===== src/pkg/ptt_pkg.sv =====
// Package for the periodic tick timer: register map, fields, resets
package ptt_pkg;
  // Register offsets on the plain register port
  localparam logic [7:0] ADDR_CTRL_STATUS = 8'h4b;
  localparam logic [7:0] ADDR_CNT_HIGH = 8'h4c;
  localparam logic [7:0] ADDR_CNT_LOW = 8'h4d;
  localparam logic [7:0] ADDR_MOD_HIGH = 8'h4e;
  localparam logic [7:0] ADDR_MOD_LOW = 8'h4f;
  // Control/status field positions
  localparam int unsigned FLAG_BIT = 7;
  localparam int unsigned IRQ_EN_BIT = 6;
  localparam int unsigned HALT_BIT = 5;
  localparam int unsigned CLEAR_BIT = 4;
  localparam int unsigned PS_MSB = 2;
  // Reset values
  localparam logic [15:0] MOD_RESET = 16'hffff;
  localparam logic [15:0] CNT_RESET = 16'h0000;
  localparam logic [2:0] PS_RESET = 3'h0;
  localparam logic HALT_RESET = 1'b1;
  // Prescaler: divide codes 0..6 map to 2**code, code 7 same as 6
  localparam logic [2:0] PS_MAX_CODE = 3'h6;
  localparam int unsigned PS_WIDTH = 6;

  typedef struct packed {
    logic flag;
    logic irq_en;
    logic halt;
    logic [2:0] ps_sel;
  } ptt_ctrl_s;

  typedef enum logic [1:0] {
    CLR_IDLE = 2'b00,
    CLR_ARMED = 2'b01
  } ptt_clr_e;
endpackage


===== src/hw/ptt_timer.sv =====
// Periodic tick timer: prescaler, modulo counter and register file
//
// Strobed register access is this design's own decision.
`timescale 1ns/1ps
module ptt_timer (
  input wire logic ref_clk_i,
  input wire logic rstn_i,
  input wire logic [7:0] addr_i,
  input wire logic [7:0] wdata_i,
  input wire logic wr_i,
  input wire logic rd_i,
  input wire logic break_i,
  output logic [7:0] rdata_o,
  output logic irq_o
);

  ptt_pkg::ptt_ctrl_s ctrl_q;
  logic [15:0] cnt_q;
  logic [15:0] mod_q;
  logic [5:0] pre_q;
  logic clear_q;
  logic [7:0] low_latch_q;
  logic latched_q;
  logic inhibit_q;
  ptt_pkg::ptt_clr_e clr_state_q;
  logic tick;
  logic match;
  logic overflow;
  logic [5:0] pre_mask;
  logic wr_cs;
  logic clear_req;

  //////////////////////////////////////////////////////////////////////////
  // Prescaler and counter

  assign wr_cs = wr_i && (addr_i == ptt_pkg::ADDR_CTRL_STATUS);
  assign clear_req = wr_cs && wdata_i[ptt_pkg::CLEAR_BIT];

  // Code 7 aliases code 6, so the mask saturates at six bits
  always_comb
  begin
    if (ctrl_q.ps_sel >= ptt_pkg::PS_MAX_CODE)
      pre_mask = 6'h3f;
    else
      pre_mask = 6'((7'h01 << ctrl_q.ps_sel) - 7'h01);
  end

  assign tick = ((pre_q & pre_mask) == pre_mask) && !ctrl_q.halt
                && !break_i;
  assign match = (cnt_q == mod_q);
  assign overflow = tick && match && !clear_q;

  // Prescaler runs only while counting, so halt freezes the phase too
  always_ff @(posedge ref_clk_i)
  begin
    if (!rstn_i || clear_q)
      pre_q <= 6'h00;
    else if (!ctrl_q.halt && !break_i)
      pre_q <= pre_q + 6'h01;
  end

  always_ff @(posedge ref_clk_i)
  begin
    if (!rstn_i || clear_q)
      cnt_q <= ptt_pkg::CNT_RESET;
    else if (tick)
    begin
      if (match)
        cnt_q <= ptt_pkg::CNT_RESET;
      else
        cnt_q <= cnt_q + 16'h0001;
    end
  end

  // Clear acts one cycle after the write, then drops by itself
  always_ff @(posedge ref_clk_i)
  begin
    if (!rstn_i)
      clear_q <= 1'b0;
    else
      clear_q <= clear_req;
  end

  //////////////////////////////////////////////////////////////////////////
  // Control, flag and clearing sequence

  always_ff @(posedge ref_clk_i)
  begin
    if (!rstn_i)
    begin
      ctrl_q.irq_en <= 1'b0;
      ctrl_q.halt <= ptt_pkg::HALT_RESET;
      ctrl_q.ps_sel <= ptt_pkg::PS_RESET;
    end
    else if (wr_cs)
    begin
      ctrl_q.irq_en <= wdata_i[ptt_pkg::IRQ_EN_BIT];
      ctrl_q.halt <= wdata_i[ptt_pkg::HALT_BIT];
      ctrl_q.ps_sel <= wdata_i[ptt_pkg::PS_MSB:0];
    end
  end

  // Arming on a status read seen while the flag stands
  always_ff @(posedge ref_clk_i)
  begin
    if (!rstn_i)
      clr_state_q <= ptt_pkg::CLR_IDLE;
    else if (overflow && !inhibit_q)
      clr_state_q <= ptt_pkg::CLR_IDLE;
    else if (rd_i && addr_i == ptt_pkg::ADDR_CTRL_STATUS && ctrl_q.flag)
      clr_state_q <= ptt_pkg::CLR_ARMED;
    else if (wr_cs)
      clr_state_q <= ptt_pkg::CLR_IDLE;
  end

  // A fresh overflow wins over the clearing write
  always_ff @(posedge ref_clk_i)
  begin
    if (!rstn_i)
      ctrl_q.flag <= 1'b0;
    else if (overflow && !inhibit_q)
      ctrl_q.flag <= 1'b1;
    else if (wr_cs && !wdata_i[ptt_pkg::FLAG_BIT]
             && clr_state_q == ptt_pkg::CLR_ARMED)
      ctrl_q.flag <= 1'b0;
  end

  always_ff @(posedge ref_clk_i)
  begin
    if (!rstn_i)
      irq_o <= 1'b0;
    else
      irq_o <= ctrl_q.flag && ctrl_q.irq_en;
  end

  //////////////////////////////////////////////////////////////////////////
  // Modulo registers

  always_ff @(posedge ref_clk_i)
  begin
    if (!rstn_i)
      mod_q <= ptt_pkg::MOD_RESET;
    else if (wr_i && addr_i == ptt_pkg::ADDR_MOD_HIGH)
      mod_q[15:8] <= wdata_i;
    else if (wr_i && addr_i == ptt_pkg::ADDR_MOD_LOW)
      mod_q[7:0] <= wdata_i;
  end

  always_ff @(posedge ref_clk_i)
  begin
    if (!rstn_i)
      inhibit_q <= 1'b0;
    else if (wr_i && addr_i == ptt_pkg::ADDR_MOD_HIGH)
      inhibit_q <= 1'b1;
    else if (wr_i && addr_i == ptt_pkg::ADDR_MOD_LOW)
      inhibit_q <= 1'b0;
  end

  //////////////////////////////////////////////////////////////////////////
  // Counter read latch

  always_ff @(posedge ref_clk_i)
  begin
    if (!rstn_i || clear_q)
    begin
      low_latch_q <= 8'h00;
      latched_q <= 1'b0;
    end
    else if (rd_i && addr_i == ptt_pkg::ADDR_CNT_HIGH && !latched_q)
    begin
      low_latch_q <= cnt_q[7:0];
      latched_q <= 1'b1;
    end
    else if (rd_i && addr_i == ptt_pkg::ADDR_CNT_LOW)
      latched_q <= 1'b0;
  end

  //////////////////////////////////////////////////////////////////////////
  // Read data; counter bytes take no writes, unmapped reads give zero

  always_ff @(posedge ref_clk_i)
  begin
    if (!rstn_i)
      rdata_o <= 8'h00;
    else if (rd_i)
    begin
      unique case (addr_i)
        ptt_pkg::ADDR_CTRL_STATUS:
          rdata_o <= {ctrl_q.flag, ctrl_q.irq_en, ctrl_q.halt, 2'b00,
                      ctrl_q.ps_sel};
        ptt_pkg::ADDR_CNT_HIGH: rdata_o <= cnt_q[15:8];
        ptt_pkg::ADDR_CNT_LOW:
          rdata_o <= latched_q ? low_latch_q : cnt_q[7:0];
        ptt_pkg::ADDR_MOD_HIGH: rdata_o <= mod_q[15:8];
        ptt_pkg::ADDR_MOD_LOW: rdata_o <= mod_q[7:0];
        default: rdata_o <= 8'h00;
      endcase
    end
    else
      rdata_o <= 8'h00;
  end

  //////////////////////////////////////////////////////////////////////////
  // Checks

  chk_halt_freeze: assert property (
    @(posedge ref_clk_i) disable iff (!rstn_i)
    ctrl_q.halt && !clear_q |=> cnt_q == $past(cnt_q))
    else $error("counter moved while halted");
  chk_clear_zero: assert property (
    @(posedge ref_clk_i) disable iff (!rstn_i)
    clear_req |-> ##2 cnt_q == 16'h0000)
    else $error("clear did not zero counter");
  chk_clear_self: assert property (
    @(posedge ref_clk_i) disable iff (!rstn_i)
    clear_q |=> !clear_q || $past(clear_req))
    else $error("clear bit stuck");
  chk_flag_set: assert property (
    @(posedge ref_clk_i) disable iff (!rstn_i)
    overflow && !inhibit_q |=> ctrl_q.flag && cnt_q == 16'h0000)
    else $error("overflow missed");
  chk_inhibit_hold: assert property (
    @(posedge ref_clk_i) disable iff (!rstn_i)
    inhibit_q && !ctrl_q.flag |=> !ctrl_q.flag)
    else $error("flag set while inhibited");
  chk_flag_no_clr: assert property (
    @(posedge ref_clk_i) disable iff (!rstn_i)
    ctrl_q.flag && clr_state_q == ptt_pkg::CLR_IDLE |=> ctrl_q.flag)
    else $error("flag cleared without read");
  chk_irq_follow: assert property (
    @(posedge ref_clk_i) disable iff (!rstn_i)
    ##1 irq_o == $past(ctrl_q.flag && ctrl_q.irq_en))
    else $error("irq mismatch");
  chk_break_stop: assert property (
    @(posedge ref_clk_i) disable iff (!rstn_i)
    break_i && !clear_q |=> $stable(cnt_q))
    else $error("counted in break");
  chk_count_step: assert property (
    @(posedge ref_clk_i) disable iff (!rstn_i)
    tick && !match && !clear_q |=> cnt_q == $past(cnt_q) + 16'h0001)
    else $error("bad count step");
  chk_clear_reads0: assert property (
    @(posedge ref_clk_i) disable iff (!rstn_i)
    rd_i && addr_i == ptt_pkg::ADDR_CTRL_STATUS |=> rdata_o[4:3] == 2'b00)
    else $error("clear bit read as one");
  chk_flag_one_wr: assert property (
    @(posedge ref_clk_i) disable iff (!rstn_i)
    wr_cs && wdata_i[7] && !ctrl_q.flag && !overflow |=> !ctrl_q.flag)
    else $error("flag set by write");
  chk_halt_resume: assert property (
    @(posedge ref_clk_i) disable iff (!rstn_i)
    !ctrl_q.halt && !break_i && !clear_q && pre_mask == 6'h00 && !match
    |=> cnt_q == $past(cnt_q) + 16'h0001)
    else $error("counter not running");
  chk_clear_pre: assert property (
    @(posedge ref_clk_i) disable iff (!rstn_i)
    clear_q |=> pre_q == 6'h00)
    else $error("prescaler not cleared");
  chk_clear_keeps: assert property (
    @(posedge ref_clk_i) disable iff (!rstn_i)
    clear_q && !wr_i |=> $stable(mod_q) && $stable(ctrl_q.irq_en))
    else $error("clear touched other registers");
  chk_clear_drop: assert property (
    @(posedge ref_clk_i) disable iff (!rstn_i)
    !clear_req |=> !clear_q)
    else $error("clear without write");
  chk_halt_clear_zero: assert property (
    @(posedge ref_clk_i) disable iff (!rstn_i)
    ctrl_q.halt && clear_q && !wr_cs |=> cnt_q == 16'h0000 ##1 cnt_q == 16'h0000)
    else $error("halted clear not held at zero");
  chk_ps_alias: assert property (
    @(posedge ref_clk_i) disable iff (!rstn_i)
    ctrl_q.ps_sel == 3'h7 |-> pre_mask == 6'h3f)
    else $error("code seven not divide by 64");
  chk_tick_rate: assert property (
    @(posedge ref_clk_i) disable iff (!rstn_i)
    tick && ctrl_q.ps_sel == 3'h1 && !wr_cs |=> !tick)
    else $error("divide by two ticked twice");
  chk_cnt_ro: assert property (
    @(posedge ref_clk_i) disable iff (!rstn_i)
    wr_i && (addr_i == ptt_pkg::ADDR_CNT_HIGH || addr_i == ptt_pkg::ADDR_CNT_LOW)
    && !tick && !clear_q |=> $stable(cnt_q))
    else $error("counter took a write");
  chk_latch_take: assert property (
    @(posedge ref_clk_i) disable iff (!rstn_i)
    rd_i && addr_i == ptt_pkg::ADDR_CNT_HIGH && !latched_q && !clear_q
    |=> latched_q && low_latch_q == $past(cnt_q[7:0]))
    else $error("low byte not latched");
  chk_latch_keep: assert property (
    @(posedge ref_clk_i) disable iff (!rstn_i)
    latched_q && !(rd_i && addr_i == ptt_pkg::ADDR_CNT_LOW) && !clear_q
    |=> latched_q && $stable(low_latch_q))
    else $error("latched low byte lost");
  chk_low_from_latch: assert property (
    @(posedge ref_clk_i) disable iff (!rstn_i)
    rd_i && addr_i == ptt_pkg::ADDR_CNT_LOW && latched_q
    |=> rdata_o == $past(low_latch_q))
    else $error("low read not from latch");
  chk_high_read: assert property (
    @(posedge ref_clk_i) disable iff (!rstn_i)
    rd_i && addr_i == ptt_pkg::ADDR_CNT_HIGH |=> rdata_o == $past(cnt_q[15:8]))
    else $error("bad high byte read");
  chk_read_calm: assert property (
    @(posedge ref_clk_i) disable iff (!rstn_i)
    rd_i && !tick && !clear_q |=> $stable(cnt_q))
    else $error("read disturbed counter");
  chk_rollover: assert property (
    @(posedge ref_clk_i) disable iff (!rstn_i)
    tick && match && !clear_q |=> cnt_q == 16'h0000)
    else $error("no rollover to zero");
  chk_inhibit_set: assert property (
    @(posedge ref_clk_i) disable iff (!rstn_i)
    wr_i && addr_i == ptt_pkg::ADDR_MOD_HIGH |=> inhibit_q)
    else $error("high write did not inhibit");
  chk_mod_write: assert property (
    @(posedge ref_clk_i) disable iff (!rstn_i)
    wr_i && addr_i == ptt_pkg::ADDR_MOD_LOW |=> mod_q[7:0] == $past(wdata_i))
    else $error("modulo low not written");
  chk_irq_low: assert property (
    @(posedge ref_clk_i) disable iff (!rstn_i)
    !ctrl_q.irq_en |=> !irq_o)
    else $error("irq while disabled");
  chk_flag_clear: assert property (
    @(posedge ref_clk_i) disable iff (!rstn_i)
    wr_cs && !wdata_i[7] && clr_state_q == ptt_pkg::CLR_ARMED && !overflow
    |=> !ctrl_q.flag)
    else $error("armed clear ignored");
  chk_race_keep: assert property (
    @(posedge ref_clk_i) disable iff (!rstn_i)
    overflow && !inhibit_q |=> clr_state_q == ptt_pkg::CLR_IDLE)
    else $error("overflow left clear armed");

  cov_overflow: cover property (@(posedge ref_clk_i) overflow);
  cov_clear_seq: cover property (@(posedge ref_clk_i)
    clr_state_q == ptt_pkg::CLR_ARMED ##1 !ctrl_q.flag);
  cov_race: cover property (@(posedge ref_clk_i)
    clr_state_q == ptt_pkg::CLR_ARMED && overflow && wr_cs);
  cov_latch: cover property (@(posedge ref_clk_i) latched_q ##1 !latched_q);

endmodule


===== config.mk =====
export PLATFORM = sky130hd
export DESIGN_NAME = ptt_timer
export DESIGN_NICKNAME = d
export VERILOG_FILES = /design/src/pkg/ptt_pkg.sv /design/src/hw/ptt_timer.sv
export SDC_FILE = /design/constraint.sdc
export NUM_CORES = 1
export LEC_CHECK = 0
export ABC_AREA = 1
export BUFFER_PORTS_ARGS = -buffer_cell sky130_fd_sc_hd__buf_2
export CAP_MARGIN = 10
export CORE_MARGIN = 2
export CORE_UTILIZATION = 45
export DETAILED_ROUTE_END_ITERATION = 16
export SETUP_SLACK_MARGIN = 0.5
export SLEW_MARGIN = 25
export SYNTH_ARGS = -nofsm -noshare
export SYNTH_HDL_FRONTEND = slang
export SYNTH_SLANG_ARGS = --single-unit

===== constraint.sdc =====
create_clock -name ref_clk_i -period 2 [get_ports ref_clk_i]
set_clock_uncertainty 0.05 [all_clocks]
set_input_delay 0.4 -clock ref_clk_i [delete_from_list [all_inputs] [get_ports ref_clk_i]]
set_output_delay 0.4 -clock ref_clk_i [all_outputs]
set_load 0.03 [all_outputs]

==> tab_implementation.tex <==
\begin{tabular}{lr}
\hline
Metric & Value \\
\hline
\multicolumn{2}{l}{\textbf{Outcome}} \\
Result of the run & complete, no violations \\
\multicolumn{2}{l}{\textbf{Timing}} \\
Achievable frequency & 664.6 MHz \\
Normalized max-slew margin & 0.7470 \\
Slew at the pin closest to its max-slew limit & 0.3794 ns \\
Setup repair after global routing missed its margin & true \\
Number of pins exceeding their max-slew limit in the final report & 0 \\
Final Hold Violating Endpoints & 0 \\
Total setup violations reported at the end of the flow & 0 \\
Final critical delay including setup and external delays & 1.505 ns \\
Period utilisation layout & 0.7524 \\
Sum Neg Setup Slack & 0 ns \\
\multicolumn{2}{l}{\textbf{Power}} \\
Ratio of total power to cell area & a little over 600 nW/um2 \\
Max IR drop VDD & around 0.0004 V \\
Leakage power summed over all cells & between 0.0015 and 0.002 uW \\
\multicolumn{2}{l}{\textbf{Worst setup path}} \\
Worst-case reg-to-reg path depth & 9 \\
Data arrival time of the critical path & 1.69 ns \\
Type of the worst setup path & register to register \\
Worst reg2reg setup slack & slightly below 0.5 ns \\
Kind of start point of the critical path & register \\
Data required time of the worst path & between 2 and 2.5 ns \\
Peak fanout along the critical path & 6 \\
Category of the worst setup path capture point & register \\
Reg2Reg Capture Point & cnt\_q[7] \\
Worst reg2reg path startpoint & cnt\_q[10] \\
\multicolumn{2}{l}{\textbf{Floorplanning}} \\
Initial cell density of the core & 0.4623 \\
Chip Width & around 90 um \\
Boundary pin count & 30 \\
Height of the chip & 90.32 um \\
Core area & slightly above 7000 um2 \\
Area enclosed by the die boundary & approximately 8000 um2 \\
Number of cell rows & 31 \\
\multicolumn{2}{l}{\textbf{Clock tree}} \\
CTS sink count & 65 \\
Root Driver & clkbuf\_8 \\
Clock tree from TritonCTS & done \\
Largest buffer count on any clock path & 2 \\
Register clock-pin slew on the reported worst setup and hold paths & approximately 0.080 ns \\
Number of hold buffers added after CTS & 0 \\
H-tree depth & 3 \\
Number of buffers created by CTS & 9 \\
Worst-skew pair later-pin latency & about 0.35 ns \\
\multicolumn{2}{l}{\textbf{Synth}} \\
Yosys cell types & 29 \\
Yosys warnings & 0 \\
Post-synthesis instance total & between 500 and 600 \\
Flip-flop and latch count after synthesis & 65 \\
Proportion of synthesized chip area in sequential cells & 0.3881 \\
Nets in the synthesized netlist & 530 \\
Mean post-synth cell area & approximately 6.6 um2 \\
Synth Cell Area & 3353 um2 \\
\multicolumn{2}{l}{\textbf{Final layout}} \\
Cell area after layout & a little over 4000 um2 \\
Share of the core filled with cells in the final layout & 0.5715 \\
Post-layout net count & 578 \\
Number of antenna repair diodes & 0 \\
Filler cell count in the final layout & approximately 720 \\
Post-synthesis to final-layout area growth & 23.62\% \\
Filler-free cell count of the finished design & between 600 and 700 \\
Share of post-route cells with drive strength above 1 & 0.2411 \\
\multicolumn{2}{l}{\textbf{GRT}} \\
Via count of the first global-routing pass & approximately 3.1k \\
Sum of overflow across all layers after global routing & 0 \\
Initial antenna violation count & 0 \\
Overall fraction of global-route tracks in use & 0.2463 \\
Maximum number of pins on one net before global-route repair & 20 \\
First-pass GRT wire length & around 16,000 um \\
\multicolumn{2}{l}{\textbf{Drt}} \\
Mean number of vias per cell & 5.121 \\
Count of routing violations after the opening detailed-route iteration & about 230 \\
Iteration count of the initial detailed-routing pass & 4 \\
Via Count & 3,375 \\
Detailed-route wire length & about 9800 um \\
DR DRC count & 0 \\
Antenna Nets Post-Route & 0 \\
Average wire per standard cell & around 15 um \\
\multicolumn{2}{l}{\textbf{Hold path}} \\
Min-Delay Path Depth & 3 \\
Worst min-delay path startpoint & wdata\_i[4] \\
Hold worst-path end & clear\_q \\
Worst hold-check path type & input port to register \\
\multicolumn{2}{l}{\textbf{Place}} \\
Placer Congestion & between 0.8 and 0.9 \\
Placed standard-cell area & between 3000 and 4000 um2 \\
Total placed cells including tap cells & between 600 and 700 \\
HPWL after detailed placement & 7330 um \\
PortBufs & 29 \\
\multicolumn{2}{l}{\textbf{Job}} \\
MaxCap Viol Count & 0 \\
\hline
\end{tabular}
==> cell families (layout without fill, tap and decap cells) <==
group | after synthesis | after routing | synth area share
XOR/XNOR | 1 | 1 | 0.002612
buffers and inverters | 77 | 128 | 0.09514
adder cells (fa/ha/maj) | 2 | 2 | 0.007461
flip-flops | 65 | 65 | 0.3881
AND/OR/NAND/NOR | 267 | 269 | 0.3474
AO/OA/AOI/OAI | 95 | 95 | 0.1593
==> cells in the mapped netlist <==
library cell | instances | area share
nand2_1 | 142 | 0.16
dfxtp_1 | 65 | 0.39
inv_1 | 65 | 0.073
nor2_1 | 63 | 0.071
o21ai_0 | 36 | 0.054
nand3_1 | 34 | 0.051
a21oi_1 | 32 | 0.048
o211ai_1 | 15 | 0.034
o22ai_1 | 8 | 0.015
nand4_1 | 7 | 0.013
clkbuf_1 | 5 | 0.0056
nand2_2 | 5 | 0.0093
nor3_1 | 5 | 0.0075
buf_4 | 3 | 0.0067
nor2_2 | 3 | 0.0056
nor2_4 | 3 | 0.010
ha_1 | 2 | 0.0075
nor3_4 | 2 | 0.0097
o21a_1 | 2 | 0.0045
a21boi_0 | 1 | 0.0022
a41oi_1 | 1 | 0.0026
buf_2 | 1 | 0.0015
buf_6 | 1 | 0.0034
clkbuf_8 | 1 | 0.0041
inv_2 | 1 | 0.0011
nand3_2 | 1 | 0.0030
nor2_8 | 1 | 0.0060
nor3_2 | 1 | 0.0030
xor2_1 | 1 | 0.0026
==> flip-flops by register name (all words and copies together), names as in the netlist, 6 cells and up <==
| signal | count |
|---|---|
| mod_q | 16 |
| cnt_q | 16 |
| rdata_o | 8 |
| pre_q | 6 |
| low_latch_q | 8 |
| ctrl_q | 6 |
==> routing by layer <==
| layer | track usage | wire length (um) | part of all wire | vias to the layer above |
|---|---|---|---|---|
| met2 | 0.3972 | 4595 | 0.47 | 92 |
| met4 | 0.07051 | 133 | 0.014 | 0 |
| met5 | 0 | 0 | 0 | - |
| li1 | - | - | - | 1747 |
| met1 | 0.3346 | 4591 | 0.47 | 1525 |
| met3 | 0.05092 | 488 | 0.050 | 11 |
==> worst max-delay path by stage <==
stage                     slack [ns]        endpoint  cells past startpoint  startpoint
after floorplan                 0.52       ctrl_q[0]                      9   addr_i[5]
after global placement          0.29       cnt_q[11]                     10     break_i
after detailed placement        0.23  low_latch_q[0]                      7   addr_i[5]
after CTS                       0.50        cnt_q[9]                      9    pre_q[5]
after global routing            0.38       cnt_q[14]                     11    pre_q[2]
final                           0.50        cnt_q[7]                      9   cnt_q[10]
==> power by group <==
group / total, uW / internal, uW / switching, uW / leakage [uW]
sequential: 1290 / 1290 / 1.50 / 0.000536
combinational: 102 / 33.3 / 68.7 / 0.00119
clock: 1160 / 611 / 551 / 0.0000985
==> cells in the final DEF, fill, tap and decap left out, drive strengths merged <==
cell type / n
nand2: 148
a21oi: 32
nand4: 7
xor2: 1
o21ai: 36
clkinv: 3
inv: 66
clkinvlp: 2
nor3: 9
o21a: 2
dfxtp: 65
nand3: 35
buf: 46
a41oi: 1
clkbuf: 10
o211ai: 15
ha: 2
bufinv: 1
a21boi: 1
o22ai: 8
nor2: 70
==> cell type report <==
class,count,area (um2),area share
inverters,66,247.7,0.05976
multi-input cells,367,1917,0.4624
flip-flops and latches,65,1335,0.3221
clock buffers,10,137.6,0.03320
repair buffers,46,316.6,0.07637
well taps,99,123.9,0.02988
clock inverters,6,67.56,0.01630
==> metrics by stage <==
step / setup WS (ns) / total power, uW / hold WS, ns
after global routing: 0.3778 / 2640 / 0.2484
after floorplan: 0.5243 / 1372 / 0.3866
after CTS: 0.5002 / 2570 / 0.2448
final: 0.4953 / 2557 / 0.2496
after detailed placement: 0.2281 / 1421 / 0.4106
after global placement: 0.2882 / 1421 / 0.3981
==> timing repair <==
item,CTS,global route
pin swaps,7,22
setup buffers,2,5
gates resized for setup,40,37
endpoints found under the setup margin,20,31
cloned,2,1
==> critical path, stage by stage, from the launching register on <==
cell and delay (ns):
dfxtp_2 0.38, inv_1 0.11, nand2_1 0.07, nand2_1 0.05, nor2_1 0.10, nand2_1 0.11, nor2_4 0.15, nand3_4 0.16
nand2_4 0.15, a21oi_1 0.05
(Power assumes the default switching activity.)
